$ cat config.mk
export PLATFORM = sky130hd
export DESIGN_NAME = cfmg_top
export DESIGN_NICKNAME = d
export VERILOG_FILES = /design/src/pkg/cfmg_pkg.sv /design/src/rtl/cfmg_top.sv
export SDC_FILE = /design/constraint.sdc
export NUM_CORES = 2
export LEC_CHECK = 0
export CORE_UTILIZATION = 45
export DETAILED_ROUTE_END_ITERATION = 8
export DONT_BUFFER_PORTS = 1
export PLACE_DENSITY = 0.66
export SYNTH_ARGS = -nofsm -noshare
export SYNTH_HDL_FRONTEND = slang
export SYNTH_SLANG_ARGS = --single-unit
$ cat constraint.sdc
create_clock -name CLK -period 32.6 [get_ports CLK]
set_input_delay 3.26 -clock CLK [delete_from_list [all_inputs] [get_ports CLK]]
set_output_delay 3.26 -clock CLK [all_outputs]
set_load 0.01 [all_outputs]
$ cat src/pkg/cfmg_pkg.sv
// Constants and types of the ten-channel counter, generator and capture block
package cfmg_pkg;
   localparam int NUM_CH         = 10;
   localparam int CNT_W          = 16;
   localparam int NUM_TAPS       = 5;
   localparam int CLK_PERIOD_NS  = 10;
   localparam int TAP1_PERIOD_NS = 1000;
   localparam int TICK_CYC       = (TAP1_PERIOD_NS + CLK_PERIOD_NS - 1) / CLK_PERIOD_NS;
   localparam int PRE_W          = $clog2(TICK_CYC);
   localparam int DECADE         = 10;
   localparam int ADDR_W         = 10;
   localparam int SW_W           = 2;
   // Byte address: [9:8] window, [7:4] channel, [3:2] register
   localparam int ADR_WIN_LSB    = 8;
   localparam int ADR_CH_LSB     = 4;
   localparam int ADR_RG_LSB     = 2;
   localparam logic [1:0] REG_CTRL   = 2'h0;
   localparam logic [1:0] REG_PERIOD = 2'h1;
   localparam logic [1:0] REG_HIGH   = 2'h2;
   localparam logic [1:0] REG_CAPT   = 2'h3;
   // Control word fields
   localparam int CTRL_W        = 8;
   localparam int CTRL_ARM      = 0;
   localparam int CTRL_SEQ_HI   = 1;
   localparam int CTRL_IDLE     = 2;
   localparam int CTRL_TAP_LSB  = 3;
   localparam int CTRL_MODE_LSB = 6;
   localparam int STAT_OUT      = 8;
   localparam logic [1:0] MODE_GEN    = 2'h0;
   localparam logic [1:0] MODE_PERIOD = 2'h1;
   localparam logic [1:0] MODE_HIGH   = 2'h2;
   localparam logic [7:0]  CTRL_RST = 8'h00;
   localparam logic [15:0] CNT_RST  = 16'h0000;
   typedef logic [CNT_W-1:0] cfmg_cnt_t;
   typedef logic [2:0]       cfmg_tap_t;
endpackage

$ cat src/rtl/cfmg_top.sv
// Ten-channel square-wave generator and gate capture counter with Avalon-MM registers
// Function
// - Ten independent counter channels, one per use.
// - Timebase taps 1MHz to 100Hz by decades.
// - Generator period and duty both set per channel.
// - High-first sequence starts period high.
// - Low-first sequence starts period low.
// - Duty sets high portion; rest is low.
// - Disarmed channel holds configured idle level.
// - Arm bit runs waveform, clear disarms.
// - Pulse capture: period and high counters.
// - Results give relative frequency and duty.
// - Pulse capture pairs adjacent counters only.
// - Frequency capture uses one selected counter.
// - Registers decode at switch-set base address.
// - Each channel drives its own output pin.
`timescale 1ns/10ps
`default_nettype none
module cfmg_top (
   // Clock, reset, enable
   input  wire logic                          CLK,
   input  wire logic                          RST,
   input  wire logic                          CE,
   // Avalon-MM slave
   input  wire logic [cfmg_pkg::ADDR_W-1:0]   AVS_ADDRESS,
   input  wire logic                          AVS_READ,
   input  wire logic                          AVS_WRITE,
   input  wire logic [31:0]                   AVS_WRITEDATA,
   input  wire logic [3:0]                    AVS_BYTEENABLE,
   output      logic [31:0]                   AVS_READDATA,
   output      logic                          AVS_WAITREQUEST,
   // Base address switches and counter pins
   input  wire logic [cfmg_pkg::SW_W-1:0]     BASE_SW,
   input  wire logic [cfmg_pkg::NUM_CH-1:0]   CNT_GATE,
   output      logic [cfmg_pkg::NUM_CH-1:0]   CNT_OUT
);
   localparam int NCH = cfmg_pkg::NUM_CH;
   localparam int SYW = cfmg_pkg::NUM_CH + cfmg_pkg::SW_W;

   function automatic logic sel_tick(input logic [4:0] tk, input cfmg_pkg::cfmg_tap_t tap);
      sel_tick = (tap < 3'(cfmg_pkg::NUM_TAPS)) ? tk[tap] : 1'b0;
   endfunction

   // Level of a running generator at a given count
   function automatic logic level(input cfmg_pkg::cfmg_cnt_t cnt, input cfmg_pkg::cfmg_cnt_t per,
                                  input cfmg_pkg::cfmg_cnt_t hi, input logic seq_hi);
      if (seq_hi)
         level = (cnt < hi);
      else
         level = (hi >= per) || (cnt >= per - hi);
   endfunction

   function automatic logic [15:0] merge16(input logic [15:0] old, input logic [31:0] wd,
                                           input logic [3:0] be);
      merge16 = {be[1] ? wd[15:8] : old[15:8], be[0] ? wd[7:0] : old[7:0]};
   endfunction

   // Pin synchronisers and timebase
   logic [SYW-1:0]                  s1_q, s1_d, s2_q, s2_d, s3_q, s3_d, f_q, f_d;
   logic [SYW-1:0]                  agree;
   logic [cfmg_pkg::PRE_W-1:0]      pre_q, pre_d;
   logic [3:0]                      dec_q [cfmg_pkg::NUM_TAPS-1];
   logic [3:0]                      dec_d [cfmg_pkg::NUM_TAPS-1];
   logic [4:0]                      tick_q, tick_d;

   always_comb begin
      s1_d   = {BASE_SW, CNT_GATE};
      s2_d   = s1_q;
      s3_d   = s2_q;
      // A pin change counts only when the last two stages agree
      agree  = ~(s2_q ^ s3_q);
      f_d    = (s3_q & agree) | (f_q & ~agree);
      dec_d  = dec_q;
      tick_d = 5'h00;
      if (pre_q == cfmg_pkg::PRE_W'(cfmg_pkg::TICK_CYC - 1)) begin
         pre_d     = '0;
         tick_d[0] = 1'b1;
      end else begin
         pre_d = pre_q + cfmg_pkg::PRE_W'(1);
      end
      for (int k = 1; k < cfmg_pkg::NUM_TAPS; k++) begin
         if (tick_d[k-1]) begin
            if (dec_q[k-1] == 4'(cfmg_pkg::DECADE - 1)) begin
               dec_d[k-1] = 4'h0;
               tick_d[k]  = 1'b1;
            end else begin
               dec_d[k-1] = dec_q[k-1] + 4'h1;
            end
         end
      end
   end

   always_ff @(posedge CLK or posedge RST) begin
      if (RST) begin
         s1_q   <= '0;
         s2_q   <= '0;
         s3_q   <= '0;
         f_q    <= '0;
         pre_q  <= '0;
         tick_q <= 5'h00;
         for (int k = 0; k < cfmg_pkg::NUM_TAPS - 1; k++) dec_q[k] <= 4'h0;
      end else if (CE) begin
         s1_q   <= s1_d;
         s2_q   <= s2_d;
         s3_q   <= s3_d;
         f_q    <= f_d;
         pre_q  <= pre_d;
         tick_q <= tick_d;
         dec_q  <= dec_d;
      end
   end

   // Bus slave and channels
   logic [7:0]             ctrl_q [NCH];
   logic [7:0]             ctrl_d [NCH];
   cfmg_pkg::cfmg_cnt_t    per_q [NCH], per_d [NCH], hi_q [NCH], hi_d [NCH];
   cfmg_pkg::cfmg_cnt_t    cnt_q [NCH], cnt_d [NCH], cap_q [NCH], cap_d [NCH];
   logic [NCH-1:0]         arm_p_q, arm_p_d, gp_q, gp_d, out_q, out_d;
   logic [31:0]            rdata_q, rdata_d;
   logic                   wait_q, wait_d;
   logic [3:0]             ch;
   logic [1:0]             rg, md;
   logic                   hit, wr, t, hmode, edge_s;
   logic [16:0]            inc;

   always_comb begin
      ch      = AVS_ADDRESS[cfmg_pkg::ADR_CH_LSB +: 4];
      rg      = AVS_ADDRESS[cfmg_pkg::ADR_RG_LSB +: 2];
      hit     = (AVS_ADDRESS[cfmg_pkg::ADR_WIN_LSB +: cfmg_pkg::SW_W] == f_q[SYW-1:NCH])
                && (ch < 4'(NCH));
      // One wait cycle, then the answer; writes land at the completing edge
      wait_d  = !((AVS_READ || AVS_WRITE) && wait_q);
      wr      = AVS_WRITE && !wait_q && hit;
      rdata_d = rdata_q;
      if (AVS_READ && wait_q) begin
         rdata_d = 32'h0000_0000;
         if (hit) begin
            case (rg)
               cfmg_pkg::REG_CTRL:   rdata_d = {23'h000000, out_q[ch], ctrl_q[ch]};
               cfmg_pkg::REG_PERIOD: rdata_d = {16'h0000, per_q[ch]};
               cfmg_pkg::REG_HIGH:   rdata_d = {16'h0000, hi_q[ch]};
               default:    rdata_d = {16'h0000, cap_q[ch]};
            endcase
         end
      end
      gp_d    = f_q[NCH-1:0];
      t       = 1'b0;
      md      = 2'h0;
      hmode   = 1'b0;
      edge_s  = 1'b0;
      inc     = 17'h00000;
      for (int c = 0; c < NCH; c++) begin
         ctrl_d[c]  = ctrl_q[c];
         per_d[c]   = per_q[c];
         hi_d[c]    = hi_q[c];
         cnt_d[c]   = cnt_q[c];
         cap_d[c]   = cap_q[c];
         arm_p_d[c] = 1'b0;
         out_d[c]   = ctrl_q[c][cfmg_pkg::CTRL_IDLE];
         if (wr && ch == 4'(c)) begin
            case (rg)
               cfmg_pkg::REG_CTRL:   ctrl_d[c] = AVS_BYTEENABLE[0] ? AVS_WRITEDATA[7:0] : ctrl_q[c];
               cfmg_pkg::REG_PERIOD: per_d[c]  = merge16(per_q[c], AVS_WRITEDATA, AVS_BYTEENABLE);
               cfmg_pkg::REG_HIGH:   hi_d[c]   = merge16(hi_q[c], AVS_WRITEDATA, AVS_BYTEENABLE);
               default:    ;
            endcase
         end
         t   = sel_tick(tick_q, ctrl_q[c][cfmg_pkg::CTRL_TAP_LSB +: 3]);
         md  = ctrl_q[c][cfmg_pkg::CTRL_MODE_LSB +: 2];
         inc = {1'b0, cnt_q[c]} + 17'h00001;
         if (md == cfmg_pkg::MODE_GEN) begin
            if (!ctrl_q[c][cfmg_pkg::CTRL_ARM]) begin
               cnt_d[c] = '0;
            end else begin
               arm_p_d[c] = 1'b1;
               if (!arm_p_q[c])
                  cnt_d[c] = '0;
               else if (t)
                  cnt_d[c] = (inc >= {1'b0, per_q[c]}) ? '0 : inc[15:0];
               out_d[c] = level(cnt_d[c], per_q[c], hi_q[c], ctrl_q[c][cfmg_pkg::CTRL_SEQ_HI]);
            end
         end else begin
            // High-time capture is the second counter of a pair, never the first
            hmode  = (md == cfmg_pkg::MODE_HIGH) && (c != 0);
            edge_s = hmode ? (!f_q[c] && gp_q[c]) : (f_q[c] && !gp_q[c]);
            if (edge_s) begin
               cap_d[c] = cnt_q[c];
               cnt_d[c] = '0;
            end else if (t && (f_q[c] || !hmode) && cnt_q[c] != '1) begin
               // Saturates so a gate slower than the count range latches as the slowest input
               cnt_d[c] = inc[15:0];
            end
         end
      end
   end

   always_ff @(posedge CLK or posedge RST) begin
      if (RST) begin
         rdata_q <= 32'h0000_0000;
         wait_q  <= 1'b1;
         arm_p_q <= '0;
         gp_q    <= '0;
         out_q   <= '0;
         for (int c = 0; c < NCH; c++) begin
            ctrl_q[c] <= cfmg_pkg::CTRL_RST;
            per_q[c]  <= cfmg_pkg::CNT_RST;
            hi_q[c]   <= cfmg_pkg::CNT_RST;
            cnt_q[c]  <= cfmg_pkg::CNT_RST;
            cap_q[c]  <= cfmg_pkg::CNT_RST;
         end
      end else if (CE) begin
         rdata_q <= rdata_d;
         wait_q  <= wait_d;
         arm_p_q <= arm_p_d;
         gp_q    <= gp_d;
         out_q   <= out_d;
         ctrl_q  <= ctrl_d;
         per_q   <= per_d;
         hi_q    <= hi_d;
         cnt_q   <= cnt_d;
         cap_q   <= cap_d;
      end
   end

   assign AVS_READDATA    = rdata_q;
   assign AVS_WAITREQUEST = wait_q;
   assign CNT_OUT         = out_q;

   for (genvar c = 0; c < NCH; c++) begin : g_ast
      logic gen_m;
      assign gen_m = ctrl_q[c][7:6] == cfmg_pkg::MODE_GEN;

      if (c > 0) begin : g_hi

      end
   end
endmodule
`default_nettype wire

==> out/qor.yml <==
cts_resized: 0
clk_path_buf_depth: 3
grt_start_max_net_pins: 180
cp-start-kind: "register"
synth_seq_cells: 843
power_density_nw_per_um2: 40.4
switching_share: 0.292
htreeDepth: 3
global_route.usage.total: 0.322
total_power_mw: 2.76
ir_drop_mv: 0.0375
p_seq_frac: 0.413
holdBufCountCts: 0
tns_ns: 0
fin_crit_sh: 0.207
synth_edf_count: 0
synth_common_cells: "dfrtp_1, ha_1, o21ai_0"
max_stage_delay_ns: 0.59
clock_latency_ns: 0.75
synth.top_cell.area_share: 0.332
ios: 106
drc: 0
syn_area_um2: 63500
rsz0062_at_grt: "no"
grt_first_pass_wirelength_um: 340000
setup_viol: 0
power_switching_mw: 0.806
cts.clk_slew.worst_paths_ns: 0.06
whs_ns: 0.494
antenna_found_initial: 14
layout_min_cycle_time_ns: 6.74
max_slew_margin: 0.120
slew_violations: 0
min_path_type: "register to register"
die_height_um: 378
via_per_inst: 6.28
core_area_um2: 140000
hpwl_um: 177000
seq_area_frac_synth: 0.332
cpMostUsedCell: "nor2_1"
yosys-top-cells-area: "dfrtp_1, ha_1, mux2_2"
hold_violations: 0
postSynthCellCount: 6914
num_vias: 54604
portBuffers: 0
die_x_um: 378
critPathTopFamily: "simple AND/OR/NAND/NOR gates"
avgSynthCellArea_um2: 9.19
max_freq_mhz: 148
grt_pass1_vias: 51124
dieArea_um2: 143000
rows: 137
area_growth_pct: 7.56
layout-drive-gt1-share: 0.125
fin_nets: 7443
finalClockSkew_ns: 0.0330
grt_overflow_total: 0
synthArstFlopShare: 1.00
gp_congestion: 1.01
synth.largest_area_cell: "dfrtp_1"
post-cts-setup-buffer-count: 0
critPathKind: "register to register"
p_comb_frac: 0.159
maxCapViolCount: 0
worst_pin_slew_ns: 1.31
worst-path-max-fanout: 15
start_util: 0.454
intPower_mw: 1.96
path_buf_inv: 1
drt_pre_antenna_iters: 8
post_drt_wl_per_cell_um: 26.8
yosysWarnings: 0
cts_made_buffers: 99
critPathSlowestCell: "dfrtp_1"
ys.flop_type: "dfrtp_1"
status: "finished, final reports clean"
ant_nets: 0
cts_tree: "yes"
drt_iter0_drc: 5867
yosysMostFrequentCell: "dfrtp_1"
worstPathRequired_ns: 33.19
leakage_nw: 31.9
cts_root_buffer: "clkbuf_16"
cts.sinks: 843
arrival_ns: 7.33
cp-end-kind: "register"
routed_wl_um: 233000
ys_types: 97
power.share.clock: 0.428
[metal layers]
layer,part of all wire,routed length [um],track usage
met1,0.41,94800,0.421
met4,0.062,14400,0.171
met5,0.00014,33,0
met3,0.093,21700,0.0782
met2,0.44,102000,0.489
[flip-flops by register name (all words and copies together) (netlist names), 10 cells and up, named ones only]
register      count
s3_q             12
hi_q            160
AVS_READDATA     16
cnt_q           160
dec_q            16
s1_q             12
arm_p_q          10
cap_q           160
ctrl_q           80
per_q           160
s2_q             12
CNT_OUT          10
gp_q             10
[per-stage QoR]
step | cell area, um2 | utilization | worst slack [ns] | cells
global route | 68300 | 0.488 | 25.32 | 8684
finish | 68300 | 0.489 | 25.86 | 8690
detailed placement | 64900 | 0.464 | 25.89 | 8504
global placement | 64900 | 0.464 | 25.96 | 8504
CTS | 68300 | 0.488 | 25.97 | 8682
floorplan | 63600 | - | 5.66 | 6929
[area by class of cell]
| type | count | area (um2) |
|---|---|---|
| fill | 13080 | 71500 |
| multi-input combinational | 5275 | 39400 |
| sequential | 843 | 21100 |
| clock buffer | 124 | 2690 |
| tap | 1876 | 2350 |
| inverter | 458 | 1730 |
| clock inverter | 54 | 689 |
| timing repair buffer | 52 | 415 |
| antenna | 8 | 20.0 |
[worst register-to-register path, cell delays in order, from the launching register on]
cell and delay, ns:
dfrtp_1 0.59, ha_1 0.29, nand3_1 0.17, nor2_1 0.44, and3_1 0.25, and3_1 0.28, nand3_1 0.12, xor2_1 0.20
inv_1 0.08, ha_1 0.29, nand4_1 0.12, nor2_1 0.06, a211o_1 0.25, a21boi_1 0.39, nand3_1 0.59, nor2_1 0.57
a22oi_1 0.22, nor2_1 0.26, ha_1 0.30, nand4_1 0.10, nor2_1 0.06, a2111oi_0 0.38, o21ai_0 0.15, nor2_1 0.10
o21ai_0 0.09, nor3_1 0.18, nor3_1 0.09
[cell usage in the layout (no fill, tap or decap), drive strengths merged, types with 52 or more instances in the layout]
cell      n
xor2    134
a21oi   440
o21ai   655
mux4    119
nand3   148
inv     461
nor2    473
a21o    162
dfrtp   842
mux2i    73
xnor2   140
nand4   117
mux2    440
nand2   575
ha      641
and2     52
and3     81
clkbuf  124
a22oi    67
buf      52
nor3    120
nand2b   90
nor2b    85
[final timing paths]
path,start,to,slack (ns),cells after the start
hold / removal,dec_q[4],dec_q[4],0.49,1
setup reg to reg,cnt_q[128],CNT_OUT[1],25.86,26
min in group asynchronous,RST,cnt_q[148],2.55,1
setup / recovery,cnt_q[128],CNT_OUT[1],25.86,26
max in group asynchronous,RST,cnt_q[0],26.75,4
hold reg to reg,dec_q[4],dec_q[4],0.49,1
[kinds of logic after synthesis]
logic type	share of synthesized area
and+or+nand+nor	0.145
adders and majority gates	0.129
DFF	0.332
other	0.0000590
buffers and inverters	0.0501
xor gates and xnor gates	0.0378
AOI/OAI and AO/OA	0.174
muxes	0.132
[power groups by stage]
stage / sequential [mW] / combinational (mW) / clock [mW]
2_1_floorplan: 1.13 / 0.346 / 0
3_3_place_gp: 1.16 / 0.422 / 0
3_5_place_dp: 1.16 / 0.429 / 0
4_1_cts: 1.14 / 0.433 / 1.19
5_1_grt: 1.14 / 0.486 / 1.23
6_report: 1.14 / 0.439 / 1.18
Power figures use the tool's default switching activity.
